$ cat config.mk
export PLATFORM = sky130hd
export DESIGN_NAME = tif_regs
export DESIGN_NICKNAME = d
export VERILOG_FILES = /design/src/core/tif_pkg.sv /design/src/core/tif_event_sync.sv /design/src/core/tif_regs.sv
export SDC_FILE = /design/constraint.sdc
export NUM_CORES = 1
export LEC_CHECK = 0
export BUFFER_PORTS_ARGS = -buffer_cell sky130_fd_sc_hd__buf_2
export CAP_MARGIN = 15
export CORE_UTILIZATION = 60
export DETAILED_ROUTE_END_ITERATION = 12
export HOLD_SLACK_MARGIN = 0.02
export PLACE_DENSITY = 0.85
export SKIP_CTS_REPAIR_TIMING = 1
export SYNTH_ARGS = -nofsm -noshare
export SYNTH_HDL_FRONTEND = slang
export SYNTH_HIERARCHICAL = 1
export SYNTH_SLANG_ARGS = --single-unit
$ cat constraint.sdc
create_clock -name pclk -period 6.8 [get_ports pclk]
set_input_delay 2.04 -clock pclk [delete_from_list [all_inputs] [get_ports pclk]]
set_output_delay 2.04 -clock pclk [all_outputs]
set_load 0.01 [all_outputs]
$ cat src/core/tif_pkg.sv
// Package with register map and constants of the timer interrupt flag block
package tif_pkg;
  localparam logic [11:0] TIF_OFS_FLAGS   = 12'h000;
  localparam logic [11:0] TIF_OFS_PRIO    = 12'h004;
  localparam logic [11:0] TIF_OFS_EVT_ST  = 12'h008;
  localparam logic [11:0] TIF_OFS_EVT_MSK = 12'h00C;
  localparam logic [11:0] TIF_OFS_TIMER   = 12'h010;
  localparam int          TIF_NUM_TIMERS  = 5;
  localparam int          TIF_FLAG_POS [TIF_NUM_TIMERS] = '{4, 8, 12, 16, 20};
  localparam int          TIF_PRIO_LSB    = 2;
  localparam int          TIF_PRIO_MSB    = 4;
  localparam int          TIF_SUB_LSB     = 0;
  localparam int          TIF_SUB_MSB     = 1;
  localparam logic [31:0] TIF_TIMER_MASK  = 32'h0011_1110;
  localparam logic [31:0] TIF_PRIO_MASK   = 32'h0000_001F;
  localparam logic [31:0] TIF_FLAGS_RST   = 32'h0000_0000;
  localparam logic [31:0] TIF_PRIO_RST    = 32'h0000_0000;
  localparam logic [4:0]  TIF_EVT_RST     = 5'h00;
endpackage

$ cat src/core/tif_event_sync.sv
// Two-flop synchroniser and rising-edge pulse for one timer event input
`timescale 1ns/1ps
module tif_event_sync
  import tif_pkg::*;
(
  input  wire logic pclk,
  input  wire logic presetn,
  input  wire logic evt_in,
  output logic      evt_pulse
);
  logic meta_ff;
  logic sync_ff;
  logic last_ff;

  // Only sync_ff and last_ff feed the edge detector
  always_ff @(posedge pclk or negedge presetn) begin
    if (!presetn) begin
      meta_ff <= 1'b0;
      sync_ff <= 1'b0;
      last_ff <= 1'b0;
    end else begin
      meta_ff <= evt_in;
      sync_ff <= meta_ff;
      last_ff <= sync_ff;
    end
  end

  assign evt_pulse = sync_ff & ~last_ff;
endmodule

$ cat src/core/tif_regs.sv
// Timer interrupt request flags, first-timer priority and APB register file
//
// Overview of operation
// - Timer flags at bits 4,8,12,16,20
// - Flag register read/write, reset to zero
// - Timer one priority bits 4:2, zero disables
// - Timer one subpriority bits 1:0, reset zero
// - Foreign bit positions untouched by timer logic
`timescale 1ns/1ps
module tif_regs
  import tif_pkg::*;
(
  input  wire logic        pclk,
  input  wire logic        presetn,
  input  wire logic        psel,
  input  wire logic        penable,
  input  wire logic        pwrite,
  input  wire logic [11:0] paddr,
  input  wire logic [31:0] pwdata,
  input  wire logic [3:0]  pstrb,
  output logic      [31:0] prdata,
  output logic             pready,
  output logic             pslverr,
  input  wire logic [4:0]  timer_event,
  output logic      [4:0]  timer_request_flags,
  output logic      [2:0]  timer_one_priority,
  output logic      [1:0]  timer_one_subpriority,
  output logic             timer_one_enabled,
  output logic             irq
);
  logic [31:0] flags_ff;
  logic [31:0] prio_ff;
  logic [4:0]  evt_st_ff;
  logic [4:0]  evt_msk_ff;
  logic [31:0] prdata_ff;
  logic [31:0] nxt_flags;
  logic [31:0] nxt_prdata;
  logic [31:0] wmask;
  logic [31:0] set_vec;
  logic [4:0]  evt_pulse;
  logic        wr_acc;
  logic        rd_acc;
  logic        addr_ok;

  // Single-cycle access phase, so pready is constant high
  assign pready  = 1'b1;
  assign wr_acc  = psel & penable & pwrite;
  assign rd_acc  = psel & ~penable & ~pwrite;
  assign addr_ok = (paddr == TIF_OFS_FLAGS) || (paddr == TIF_OFS_PRIO) ||
                   (paddr == TIF_OFS_EVT_ST) || (paddr == TIF_OFS_EVT_MSK) ||
                   (paddr == TIF_OFS_TIMER);
  assign pslverr = psel & penable & ~addr_ok;

  genvar g;
  generate
    for (g = 0; g < 4; g++) begin : g_lane
      assign wmask[8*g+7:8*g] = {8{pstrb[g]}};
    end
    for (g = 0; g < TIF_NUM_TIMERS; g++) begin : g_tmr
      tif_event_sync u_sync (
        .pclk      (pclk),
        .presetn   (presetn),
        .evt_in    (timer_event[g]),
        .evt_pulse (evt_pulse[g])
      );
      assign timer_request_flags[g] = flags_ff[TIF_FLAG_POS[g]];
    end
  endgenerate

  always_comb begin
    set_vec = 32'h0000_0000;
    for (int i = 0; i < TIF_NUM_TIMERS; i++) begin
      set_vec[TIF_FLAG_POS[i]] = evt_pulse[i];
    end
  end

  always_comb begin
    nxt_flags = flags_ff;
    if (wr_acc && paddr == TIF_OFS_FLAGS) begin
      nxt_flags = (flags_ff & ~wmask) | (pwdata & wmask);
    end
    // Timer events touch only timer bits
    nxt_flags = nxt_flags | (set_vec & TIF_TIMER_MASK);
  end

  always_ff @(posedge pclk or negedge presetn) begin
    if (!presetn) begin
      flags_ff <= TIF_FLAGS_RST;
    end else begin
      flags_ff <= nxt_flags;
    end
  end

  always_ff @(posedge pclk or negedge presetn) begin
    if (!presetn) begin
      prio_ff <= TIF_PRIO_RST;
    end else if (wr_acc && paddr == TIF_OFS_PRIO) begin
      prio_ff <= (prio_ff & ~wmask) | (pwdata & wmask);
    end
  end

  // Event status sticky, write one clears, new event wins
  always_ff @(posedge pclk or negedge presetn) begin
    if (!presetn) begin
      evt_st_ff  <= TIF_EVT_RST;
      evt_msk_ff <= TIF_EVT_RST;
    end else begin
      if (wr_acc && paddr == TIF_OFS_EVT_ST && pstrb[0]) begin
        evt_st_ff <= (evt_st_ff & ~pwdata[4:0]) | evt_pulse;
      end else begin
        evt_st_ff <= evt_st_ff | evt_pulse;
      end
      if (wr_acc && paddr == TIF_OFS_EVT_MSK && pstrb[0]) begin
        evt_msk_ff <= pwdata[4:0];
      end
    end
  end

  assign timer_one_priority    = prio_ff[TIF_PRIO_MSB:TIF_PRIO_LSB];
  assign timer_one_subpriority = prio_ff[TIF_SUB_MSB:TIF_SUB_LSB];
  assign timer_one_enabled     = (timer_one_priority != 3'h0);
  assign irq = |(evt_st_ff & evt_msk_ff);

  always_comb begin
    nxt_prdata = prdata_ff;
    if (rd_acc) begin
      unique case (paddr)
        TIF_OFS_FLAGS:   nxt_prdata = flags_ff;
        TIF_OFS_PRIO:    nxt_prdata = prio_ff;
        TIF_OFS_EVT_ST:  nxt_prdata = {27'h0, evt_st_ff};
        TIF_OFS_EVT_MSK: nxt_prdata = {27'h0, evt_msk_ff};
        TIF_OFS_TIMER:   nxt_prdata = {27'h0, timer_request_flags};
        default:         nxt_prdata = 32'h0000_0000;
      endcase
    end
  end

  // Read data captured in setup so it is a flop output during access
  always_ff @(posedge pclk or negedge presetn) begin
    if (!presetn) begin
      prdata_ff <= 32'h0000_0000;
    end else begin
      prdata_ff <= nxt_prdata;
    end
  end
  assign prdata = prdata_ff;
endmodule

## After elaboration in Yosys (flattened, before gate mapping)

Index checks and enable logic that the tools add are counted.

| cells by class | value |
|---|---|
| equal/unequal tests | 4 |
| mux-type cells | 3 |
| bitwise gates (word level) | 30 |
| reduce and logical (&&, ||, !) cells | 13 |

Operator list:

| cell | count |
|---|---|
| 32-bit one-hot mux with 5 select lines | 1 |
| 32-bit bitwise AND | 3 |
| 32-bit bitwise OR | 2 |
| 32-bit 2-to-1 mux | 1 |
| 32-bit NOT | 1 |
| 32-bit by 21-bit bitwise OR with 32-bit output | 1 |
| 12-bit by 4-bit == test with 1-bit output (second input constant) | 2 |
| 12-bit by 3-bit == test with 1-bit output (second input constant) | 1 |
| 12-bit by 5-bit == test with 1-bit output (second input constant) | 1 |
| 12-bit zero test | 1 |
| 1-bit bitwise AND | 10 |
| 5-bit bitwise AND | 2 |
| 5-bit bitwise OR | 2 |
| 1-bit NOT | 8 |
| 1-bit logical AND | 6 |
| 5-bit 2-to-1 mux | 1 |
| 5-bit NOT | 1 |
| 5-bit OR reduction | 1 |
| 1-bit logical OR | 4 |
| 3-bit nonzero test | 1 |

| storage, ports and cells | value |
|---|---|
| register bits | 121 |
| input port bits | 58 |
| word-level logic and storage cells | 70 |

## Longest topological paths before layout

Gate-level depths: netlist (run 1).

| logic depth | value |
|---|---|
| depth in word-level cells | 7 |
| mapped depth | 6 |

## Cells and area by module

Netlist (run 1), hierarchy kept.

By module, submodules not included:

| module | times used | cells an instance | area each (µm²) | seq. area each (µm²) |
|---|---|---|---|---|
| tif_regs | 1 | 452 | 5,124.9 | 2,652.5 |
| tif_event_sync | 5 | 4 | 88.8 | 75.1 |

## Least setup slack after synthesis (run 1)

Ideal clock, no wire load.

| timing path | value |
|---|---|
| path kind | input port to output port |
| from | in paddr[5] |
| to | out pslverr |
| arrival | 3,175 ps |
| required time | 4,760 ps |
| path slack | 1,585 ps |
| stages on the path | 5 |
| cell sequence | or3_1 clkbuf_1 nor2_1 clkbuf_1 a21oi_1 |

| between the ends | value |
|---|---|
| longest elaborated chain between the ends | 7 |

RTL lines:

| item | line | source |
|---|---|---|
| start, declared | tif_regs.sv:18 | `input wire logic [11:0] paddr,` |
| 12-bit by 3-bit == test with 1-bit output / 12-bit zero test (equally long branches) | tif_regs.sv:49 | `assign addr_ok = (paddr == TIF_OFS_FLAGS) \|\| (paddr == TIF_OFS_PRIO) \|\|` |
| 1-bit logical OR (2 in series) | tif_regs.sv:49 |  |
| 1-bit logical OR | tif_regs.sv:50 | `(paddr == TIF_OFS_EVT_ST) \|\| (paddr == TIF_OFS_EVT_MSK) \|\|` |
| 1-bit logical OR (*) | tif_regs.sv:50 |  |
| 1-bit NOT (*) | tif_regs.sv:52 | `assign pslverr = psel & penable & ~addr_ok;` |
| 1-bit bitwise AND (*) | tif_regs.sv:52 |  |
| end, declared | tif_regs.sv:23 | `output logic pslverr,` |

Every way passes the cells marked *; elsewhere a longest branch is shown, timed or not.

## Worst setup path after layout (run 1)

| timing path | value |
|---|---|
| from | in paddr[4] |
| to | out pslverr |

The elaborated chain is that of the path after synthesis.

==> results.py, run 1 <==
metrics = {
    "clocking": {
        "cts_sinks": 121,
        "root_buffer": "clkbuf_8",
        "clockBufferDepth": 2,
        "cts_max_level": 4,
        "insertion_delay_ps": 510,
        "cts_buffers": 17,
        "clk_pin_slew_ps": 60,
        "cts_tree": "yes",
    },
    "final_layout": {
        "nets": 614,
        "syn2layout_area_growth_pct": 19.97,
        "num_antenna_cells": 0,
        "fillers": 573,
        "final_cell_area_mm2": 0.006681,
        "layout-drive-gt1-share_pct": 38.91,
    },
    "power": {
        "p_clk_share_pct": 52.7,
        "internal_power_mw": 1.321,
        "power_density_mw_per_mm2": 256.5,
        "irDropWorstVdd_mv": 0.1957,
        "p_seq_share_pct": 42.5,
        "switching_share_pct": 22.91,
        "p_switching_mw": 0.3926,
        "power_frac_comb_pct": 4.8,
        "p_leak_nw": 3.175,
    },
    "timing": {
        "period_minus_slack_ps": 5498,
        "rsz0062_at_grt": "no",
        "finalClockSkew_ps": 11.60,
        "fin_setup_tns_ps": 0,
        "worstMarginPinSlew_ps": 1149,
        "fmax_mhz": 181.9,
        "maxSlewViolCount": 0,
        "slew_headroom_pct": 23.39,
        "setup_viol": 0,
        "fin_crit_sh_pct": 80.85,
        "final_hold_viol_count": 0,
    },
    "placed_design": {
        "numPortBuffers": 102,
        "place_area_mm2": 0.006042,
        "dp_hpwl_um": 8917,
        "place.gp.congestion": 0.8066,
    },
    "yosys": {
        "syn_area_mm2": 0.005569,
        "synth_edf_count": 0,
        "avgSynthCellArea_um2": 11.80,
        "synth-seq-cells": 121,
        "synth_warnings": 6,
        "synth_flop_cell": "dfrtp_1",
        "synth_top_cell_area_share_pct": 54.37,
        "yosys.area.top_type": "dfrtp_1",
        "syn_nets": 530,
        "yosysSeqAreaShare_pct": 54.37,
        "synth_cell_types": 37,
        "synth-async-reset-ratio_pct": 100.0,
        "netlist_top_cells_area": "dfrtp_1, mux2_2, nor4b_1, o21ai_0, nand2_1",
        "synthCells": 472,
    },
    "global_route": {
        "grt_usage_pct": 30.75,
        "grt_pass1_wl_um": 22480,
        "grt_pass1_vias": 4423,
        "antenna_found_initial": 0,
        "grt_max_degree": 69,
        "gr-total-overflow": 0,
    },
    "routing": {
        "drcViolationCount": 6,
        "routedWlPerCell_um": 20.70,
        "finalWirelength_um": 14000,
        "viasPerCell": 6.336,
        "vias": 4283,
        "first_pass_iters": 9,
        "ant_nets": 0,
        "drt_iter0_markers": 370,
    },
    "critical_path": {
        "critPathCaptureType": "output port",
        "cp_num_buf_inv": 2,
        "startpoint_type": "primary input",
        "critical-path-top-delay-family": "buffers and inverters",
        "cpPeakStageDelay_ps": 840,
        "worstPathCellList": "buf_2 > a21oi_1 > a21oi_1 > buf_2",
        "arrival_ps": 3460,
        "path_max_fanout": 60,
        "required_ps": 4760,
        "crit_type": "primary input to output port",
        "slowest_stage": "buf_2",
    },
    "floorplanning": {
        "design.die.area_mm2": 0.009671,
        "fp.dieH_um": 98.34,
        "num_rows": 34,
        "core_area_mm2": 0.008848,
        "pin_count": 104,
        "die_w_um": 98.34,
        "initial_core_util_pct": 62.94,
    },
    "hold_path": {
        "hp-class": "flop to flop",
    },
    "run_status": {
        "violations": "design-rule violations",
        "status": "complete, but fails checks",
    },
    "job": {
        "max-cap-violations": 0,
    },
}
placed cells by master (no fill, tap or decap), types with 11 or more instances in the layout:
cell | synthesis | layout
nor3b_1 | 20 | 20
nor4b_1 | 26 | 26
nand4_1 | 11 | 11
o211ai_1 | 15 | 15
nand2_1 | 41 | 41
clkbuf_16 | 0 | 16
o21ai_0 | 45 | 45
mux2_2 | 68 | 68
nor2_1 | 15 | 15
buf_2 | 1 | 101
dfrtp_1 | 121 | 121
final timing paths:
path / start / slack (ps) / endpoint / depth (start not counted)
worst min-delay path: g_tmr[0].u_sync/meta_ff$_DFF_PN0_ / 350 / g_tmr[0].u_sync/sync_ff$_DFF_PN0_ / 0
worst max register to register: flags_ff[8]$_DFF_PN0_ / 5110 / prdata[8]$_DFFE_PN0P_ / 4
worst min register to register: g_tmr[0].u_sync/meta_ff$_DFF_PN0_ / 350 / g_tmr[0].u_sync/sync_ff$_DFF_PN0_ / 0
min in group asynchronous: presetn / 1650 / async pin / 1
max in group asynchronous: presetn / 3960 / evt_msk_ff[3]$_DFFE_PN0P_ / 2
worst max-delay path: paddr[4] / 1300 / pslverr / 4
stage by stage:
step	hold WS, ps	utilization (%)	total power, mW	instances	setup slack (ps)
floorplan	331.2	-	0.7733	472	1585
global placement	331.2	68.28	0.8147	643	1413
detailed placement	334.7	68.28	0.8179	643	1347
CTS	348.9	75.03	1.719	674	1329
global route	356.8	75.51	1.758	676	1221
finish	347.7	75.51	1.714	676	1302
routing by layer:
metal  track usage, %  vias to the layer above  share of wire, %
met5                0                        -                 0
met4            12.40                        0               3.0
met3            8.089                       30               7.6
met2            50.92                      198                49
met1            38.71                     2169                40
li1                 -                     1886                 -
cell type report:
class | instances | area, µm² | share of cell area, %
sequential | 121 | 3028 | 45.32
multi-input combinational | 308 | 2336 | 34.96
timing repair buffer | 108 | 585.6 | 8.764
clock buffer | 18 | 427.9 | 6.404
clock inverter | 13 | 168.9 | 2.528
tap | 108 | 135.1 | 2.022
power by group through the flow:
stage / sequential (mW) / combinational, mW / clock, mW
detailed placement: 0.741 / 0.0773 / 0
CTS: 0.728 / 0.0785 / 0.912
finish: 0.728 / 0.0817 / 0.904
global route: 0.728 / 0.0893 / 0.940
floorplan: 0.740 / 0.0331 / 0
global placement: 0.740 / 0.0744 / 0
kinds of logic after synthesis:
family	share of synthesized area [%]
AO/OA/AOI/OAI	7.796
buffers and inverters	3.797
flip-flops	54.37
multiplexers	15.75
other	0.06734
AND/OR/NAND/NOR	18.22
synth_stat cells, drive strengths merged (3+ instances only):
master  number
nand3        5
mux2i       10
dfrtp      121
buf         15
nand4       11
nor2b        7
mux2        69
o21ai       45
nor3b       20
clkbuf      28
nor4         8
nand2       41
nand2b       6
nor2        18
o211ai      15
a31oi        4
a22o         5
nor4b       26
or4bb        3
Note: power is estimated with default switching activity, not from simulation.
==> run 2, diff against run 1 <==
Settings changed: CORE_UTILIZATION 60 to 50, PLACE_DENSITY 0.85 to 0.76.
Clock period 6.8 ns to 4.5 ns, I/O delays scaled along.
==> run 2 against run 1 <==
  * Critical path type unchanged
  * The run now ends clean
  * Utilization is 13 points lower
  * Flip-flop and latch count stayed put
  * First-iteration DRC count is 29% lower
  * Combinational power rose by 57%
  * Clock power up 44%
  * Critical path depth increased by 1
  * Die area rose by 20%
  * Register-to-register slack lost 2200 ps
  * Sequential share of layout area shrank 0.50 points
  * Sequential power rose by 51%
==> results.py, run 2 (synthesis results as in run 1) <==
metrics = {
    "run_status": {
        "status": "complete, no violations",
    },
    "final_layout": {
        "utilization_pct": 62.33,
        "fillers": 875,
        "layout-drive-gt1-share_pct": 39.27,
        "nets": 618,
        "syn2layout_area_growth_pct": 21.32,
        "final_cell_mix": "dfrtp_1, buf_2, mux2_2, o21ai_0, nand2_1",
        "final_common_cell": "dfrtp_1",
    },
    "critical_path": {
        "required_ps": 3150,
        "worstPathCellList": "buf_2 > or4_1 > a21oi_1 > a21oi_1 > buf_2",
        "startpoint_type": "primary input",
        "reg2reg_depth": 4,
        "cpPeakStageDelay_ps": 710,
        "critical-path-top-delay-family": "simple AND/OR/NAND/NOR gates",
        "crit_start": "paddr[9]",
        "slowest_stage": "or4_1",
        "r2r-start": "flags_ff[8]$_DFF_PN0_",
        "critPathCaptureType": "output port",
        "cp_num_buf_inv": 2,
        "crit_type": "primary input to output port",
        "reg2reg_slack_ps": 2920,
        "arrival_ps": 2650,
        "reg2reg_to": "prdata[8]$_DFFE_PN0P_",
        "path_max_fanout": 10,
    },
    "clocking": {
        "insertion_delay_ps": 530,
        "cts_sinks": 121,
        "cts_buffers": 17,
        "clk_pin_slew_ps": 50,
        "root_buffer": "clkbuf_8",
        "clockBufferDepth": 2,
        "cts_tree": "yes",
        "cts_max_level": 4,
    },
    "placed_design": {
        "place_ws_ps": 516.8,
        "dp_hpwl_um": 8944,
        "numPortBuffers": 102,
        "place.gp.congestion": 0.7967,
    },
    "routing": {
        "vias": 4193,
        "drt_iter0_markers": 262,
        "viasPerCell": 5.873,
        "routedWlPerCell_um": 18.98,
        "ant_nets": 0,
        "first_pass_iters": 6,
        "drcViolationCount": 0,
        "finalWirelength_um": 13550,
    },
    "timing": {
        "finalClockSkew_ps": 9.934,
        "fmax_mhz": 250.1,
        "worstMarginPinSlew_ps": 721.3,
        "rsz0062_at_grt": "no",
        "fin_setup_tns_ps": 0,
        "maxSlewViolCount": 0,
        "period_minus_slack_ps": 3999,
        "fin_ws_ps": 500.8,
        "slew_headroom_pct": 51.81,
        "fin_crit_sh_pct": 88.87,
        "final_hold_viol_count": 0,
        "setup_viol": 0,
    },
    "job": {
        "max-cap-violations": 0,
    },
    "power": {
        "power_density_mw_per_mm2": 374.2,
        "power_mw": 2.528,
        "p_leak_nw": 3.194,
        "irDropWorstVdd_mv": 0.2510,
    },
    "floorplanning": {
        "initial_core_util_pct": 51.37,
        "num_rows": 38,
        "fp.dieH_um": 107.5,
        "pin_count": 104,
        "core_area_mm2": 0.01084,
        "die_w_um": 107.5,
        "design.die.area_mm2": 0.01156,
    },
    "hold_path": {
        "min_from": "g_tmr[4].u_sync/meta_ff$_DFF_PN0_",
        "min_path_cells": 0,
        "hp-class": "flop to flop",
        "hold-path-endpoint": "g_tmr[4].u_sync/sync_ff$_DFF_PN0_",
    },
    "global_route": {
        "grt_pass1_wl_um": 21650,
        "grt_pass1_vias": 4248,
        "grt_max_degree": 122,
        "antenna_found_initial": 0,
        "grt_usage_pct": 25.27,
        "gr-total-overflow": 0,
    },
}
-- run 2: stage by stage --
step                hold WS, ps  cells  cell area, µm²
floorplan                 331.2    472            5569
global placement          333.3    679            6127
detailed placement        334.7    679            6127
CTS                       347.1    711            6699
global route              352.5    713            6754
finish                    345.1    714            6756
-- run 2: where the power goes --
part	switching, mW	leakage, nW	total, mW	internal (mW)
Sequential	0.00362	1.60	1.10	1.10
Combinational	0.0849	1.32	0.128	0.0428
Clock	0.486	0.270	1.30	0.814
Total	0.575	3.19	2.53	1.95
-- run 2: per-layer routing --
layer | vias to the layer above | GRT usage [%] | routed length [µm]
li1 | 1907 | - | -
met1 | 2085 | 30.58 | 5601
met2 | 163 | 42.45 | 6695
met3 | 38 | 6.477 | 833
met4 | 0 | 11.15 | 420
met5 | - | 0 | 0
-- run 2: area by class of cell --
type,count,area [µm²],area share [%]
Tap cell,140,175.2,2.593
Antenna cell,1,2.502,0.03704
Clock inverter,11,122.6,1.815
Sequential cell,121,3028,44.81
Timing Repair Buffer,112,640.6,9.481
Multi-Input combinational cell,308,2338,34.61
Clock buffer,21,449.2,6.648
-- run 2: worst max-delay path by stage --
stage / cells past startpoint / slack (ps) / to
floorplan: 5 / 660 / pslverr
global placement: 5 / 550 / pslverr
detailed placement: 5 / 520 / pslverr
CTS: 5 / 510 / pslverr
global route: 5 / 450 / pslverr
finish: 5 / 500 / pslverr
==> run 3, diff against run 2 <==
Settings changed: GPL_TIMING_DRIVEN set to 0.
==> run 3 against run 2 <==
  * Flip-flop and latch count did not move
  * Maximum frequency fell by 5.6%
  * Die area did not move
  * Utilization rose by 0.73 points
  * Register-to-register slack got worse by 40 ps
  * Routed wire length rose by 6.9%
  * Critical endpoint unchanged
  * Largest cell class unchanged
  * Largest power group unchanged
==> results.py, run 3 (synthesis results as in run 1) <==
metrics = {
    "routing": {
        "vias": 4389,
        "first_pass_iters": 5,
        "viasPerCell": 5.883,
        "drt_iter0_markers": 276,
        "drcViolationCount": 0,
        "finalWirelength_um": 14480,
        "ant_nets": 0,
        "routedWlPerCell_um": 19.42,
    },
    "power": {
        "p_leak_nw": 3.242,
        "internal_power_mw": 1.918,
        "p_clk_share_pct": 50.1,
        "power_frac_comb_pct": 5.3,
        "power_density_mw_per_mm2": 360.8,
        "p_seq_share_pct": 44.6,
        "p_switching_mw": 0.5485,
        "switching_share_pct": 22.24,
        "irDropWorstVdd_mv": 0.2960,
    },
    "final_layout": {
        "num_antenna_cells": 0,
        "stdcell_count": 746,
        "utilization_pct": 63.05,
        "syn2layout_area_growth_pct": 22.74,
        "layout-drive-gt1-share_pct": 37.62,
        "final_cell_mix": "dfrtp_1, buf_2, mux2_2, o21ai_0, nand2_1",
        "final_common_cell": "dfrtp_1",
        "nets": 652,
    },
    "critical_path": {
        "critPathCaptureType": "output port",
        "crit_type": "primary input to output port",
        "arrival_ps": 2890,
        "required_ps": 3150,
        "path_max_fanout": 10,
        "reg2reg_depth": 4,
        "reg2reg_to": "prdata[8]$_DFFE_PN0P_",
        "startpoint_type": "primary input",
        "r2r-start": "flags_ff[8]$_DFF_PN0_",
        "reg2reg_slack_ps": 2880,
    },
    "hold_path": {
        "min_from": "g_tmr[3].u_sync/meta_ff$_DFF_PN0_",
        "hold-path-endpoint": "g_tmr[3].u_sync/sync_ff$_DFF_PN0_",
        "min_path_cells": 0,
        "hp-class": "flop to flop",
    },
    "timing": {
        "slew_headroom_pct": 39.69,
        "rsz0062_at_grt": "no",
        "fin_ws_ps": 262.9,
        "setup_viol": 0,
        "fin_crit_sh_pct": 94.16,
        "hold_ws_ps": 346.2,
        "fmax_mhz": 236.0,
        "period_minus_slack_ps": 4237,
        "final_hold_viol_count": 0,
        "maxSlewViolCount": 0,
        "finalClockSkew_ps": 7.642,
        "worstMarginPinSlew_ps": 896.3,
        "fin_setup_tns_ps": 0,
    },
    "clocking": {
        "cts_max_level": 4,
        "cts_sinks": 121,
        "cts_buffers": 17,
        "clockBufferDepth": 2,
        "clk_pin_slew_ps": 50,
        "root_buffer": "clkbuf_8",
        "cts_tree": "yes",
        "insertion_delay_ps": 530,
    },
    "placed_design": {
        "dp_hpwl_um": 10270,
        "place_ws_ps": 110.6,
        "place_inst": 715,
        "numPortBuffers": 102,
        "place.gp.congestion": 0.8744,
    },
    "floorplanning": {
        "die_w_um": 107.5,
        "initial_core_util_pct": 51.37,
        "pin_count": 104,
        "design.die.area_mm2": 0.01156,
        "core_area_mm2": 0.01084,
        "num_rows": 38,
        "fp.dieH_um": 107.5,
    },
    "global_route": {
        "antenna_found_initial": 0,
        "gr-total-overflow": 0,
        "grt_usage_pct": 26.93,
        "grt_pass1_vias": 4650,
        "grt_max_degree": 99,
        "grt_pass1_wl_um": 22940,
    },
    "run_status": {
        "status": "complete, no violations",
    },
    "job": {
        "max-cap-violations": 0,
    },
}
[run 3: cell types whose count changed in the layout (fill, tap and decap cells not counted), moves of 2 or more]
| cell | before | now |
|---|---|---|
| buf_1 | 0 | 2 |
| buf_4 | 8 | 11 |
| buf_6 | 0 | 2 |
| clkbuf_1 | 2 | 28 |
| clkbuf_8 | 3 | 5 |
| clkinv_2 | 3 | 7 |
| clkinv_4 | 2 | 0 |
| clkinvlp_4 | 4 | 1 |
[run 3: cell type report]
type / count / area, µm²
Fill cell: 872 / 4005
Clock buffer: 22 / 473.0
Sequential cell: 121 / 3028
Buffer: 43 / 212.7
Tap cell: 140 / 175.2
Multi-Input combinational cell: 308 / 2330
Timing Repair Buffer: 103 / 544.3
Clock inverter: 9 / 72.57
[run 3: per-layer routing]
layer  GRT usage [%]  up-vias  part of all wire, %
li1                -     1967                    -
met1           30.76     2202                   39
met2           45.74      182                   51
met3           7.567       38                  7.0
met4           14.19        0                  2.6
met5               0        -                    0
[run 3: critical path, cell delays in order]
cell	delay, ps
buf_2	90
or3_1	370
clkbuf_1	210
nor2_1	270
clkbuf_2	300
a21oi_1	120
buf_2	160
[run 3: worst max-delay path by stage]
stage,from,endpoint,cells after the start
finish,paddr[5],pslverr,7
floorplan,paddr[5],pslverr,5
CTS,paddr[5],pslverr,7
detailed placement,paddr[5],pslverr,7
global route,paddr[5],pslverr,7
global placement,paddr[5],pslverr,7
[run 3: metrics by stage]
stage	instance area [µm²]	total power, mW
floorplan	5569	1.169
global placement	6255	1.242
detailed placement	6289	1.249
CTS	6834	2.480
global route	6835	2.547
finish	6835	2.466
[run 3: power by group through the flow]
| stage | Clock [mW] | Sequential [mW] | Combinational [mW] |
|---|---|---|---|
| 6_report | 1.23 | 1.10 | 0.131 |
| 5_1_grt | 1.30 | 1.10 | 0.143 |
| 4_1_cts | 1.25 | 1.10 | 0.131 |
| 3_5_place_dp | 0 | 1.12 | 0.130 |
| 3_3_place_gp | 0 | 1.12 | 0.123 |
| 2_1_floorplan | 0 | 1.12 | 0.0501 |
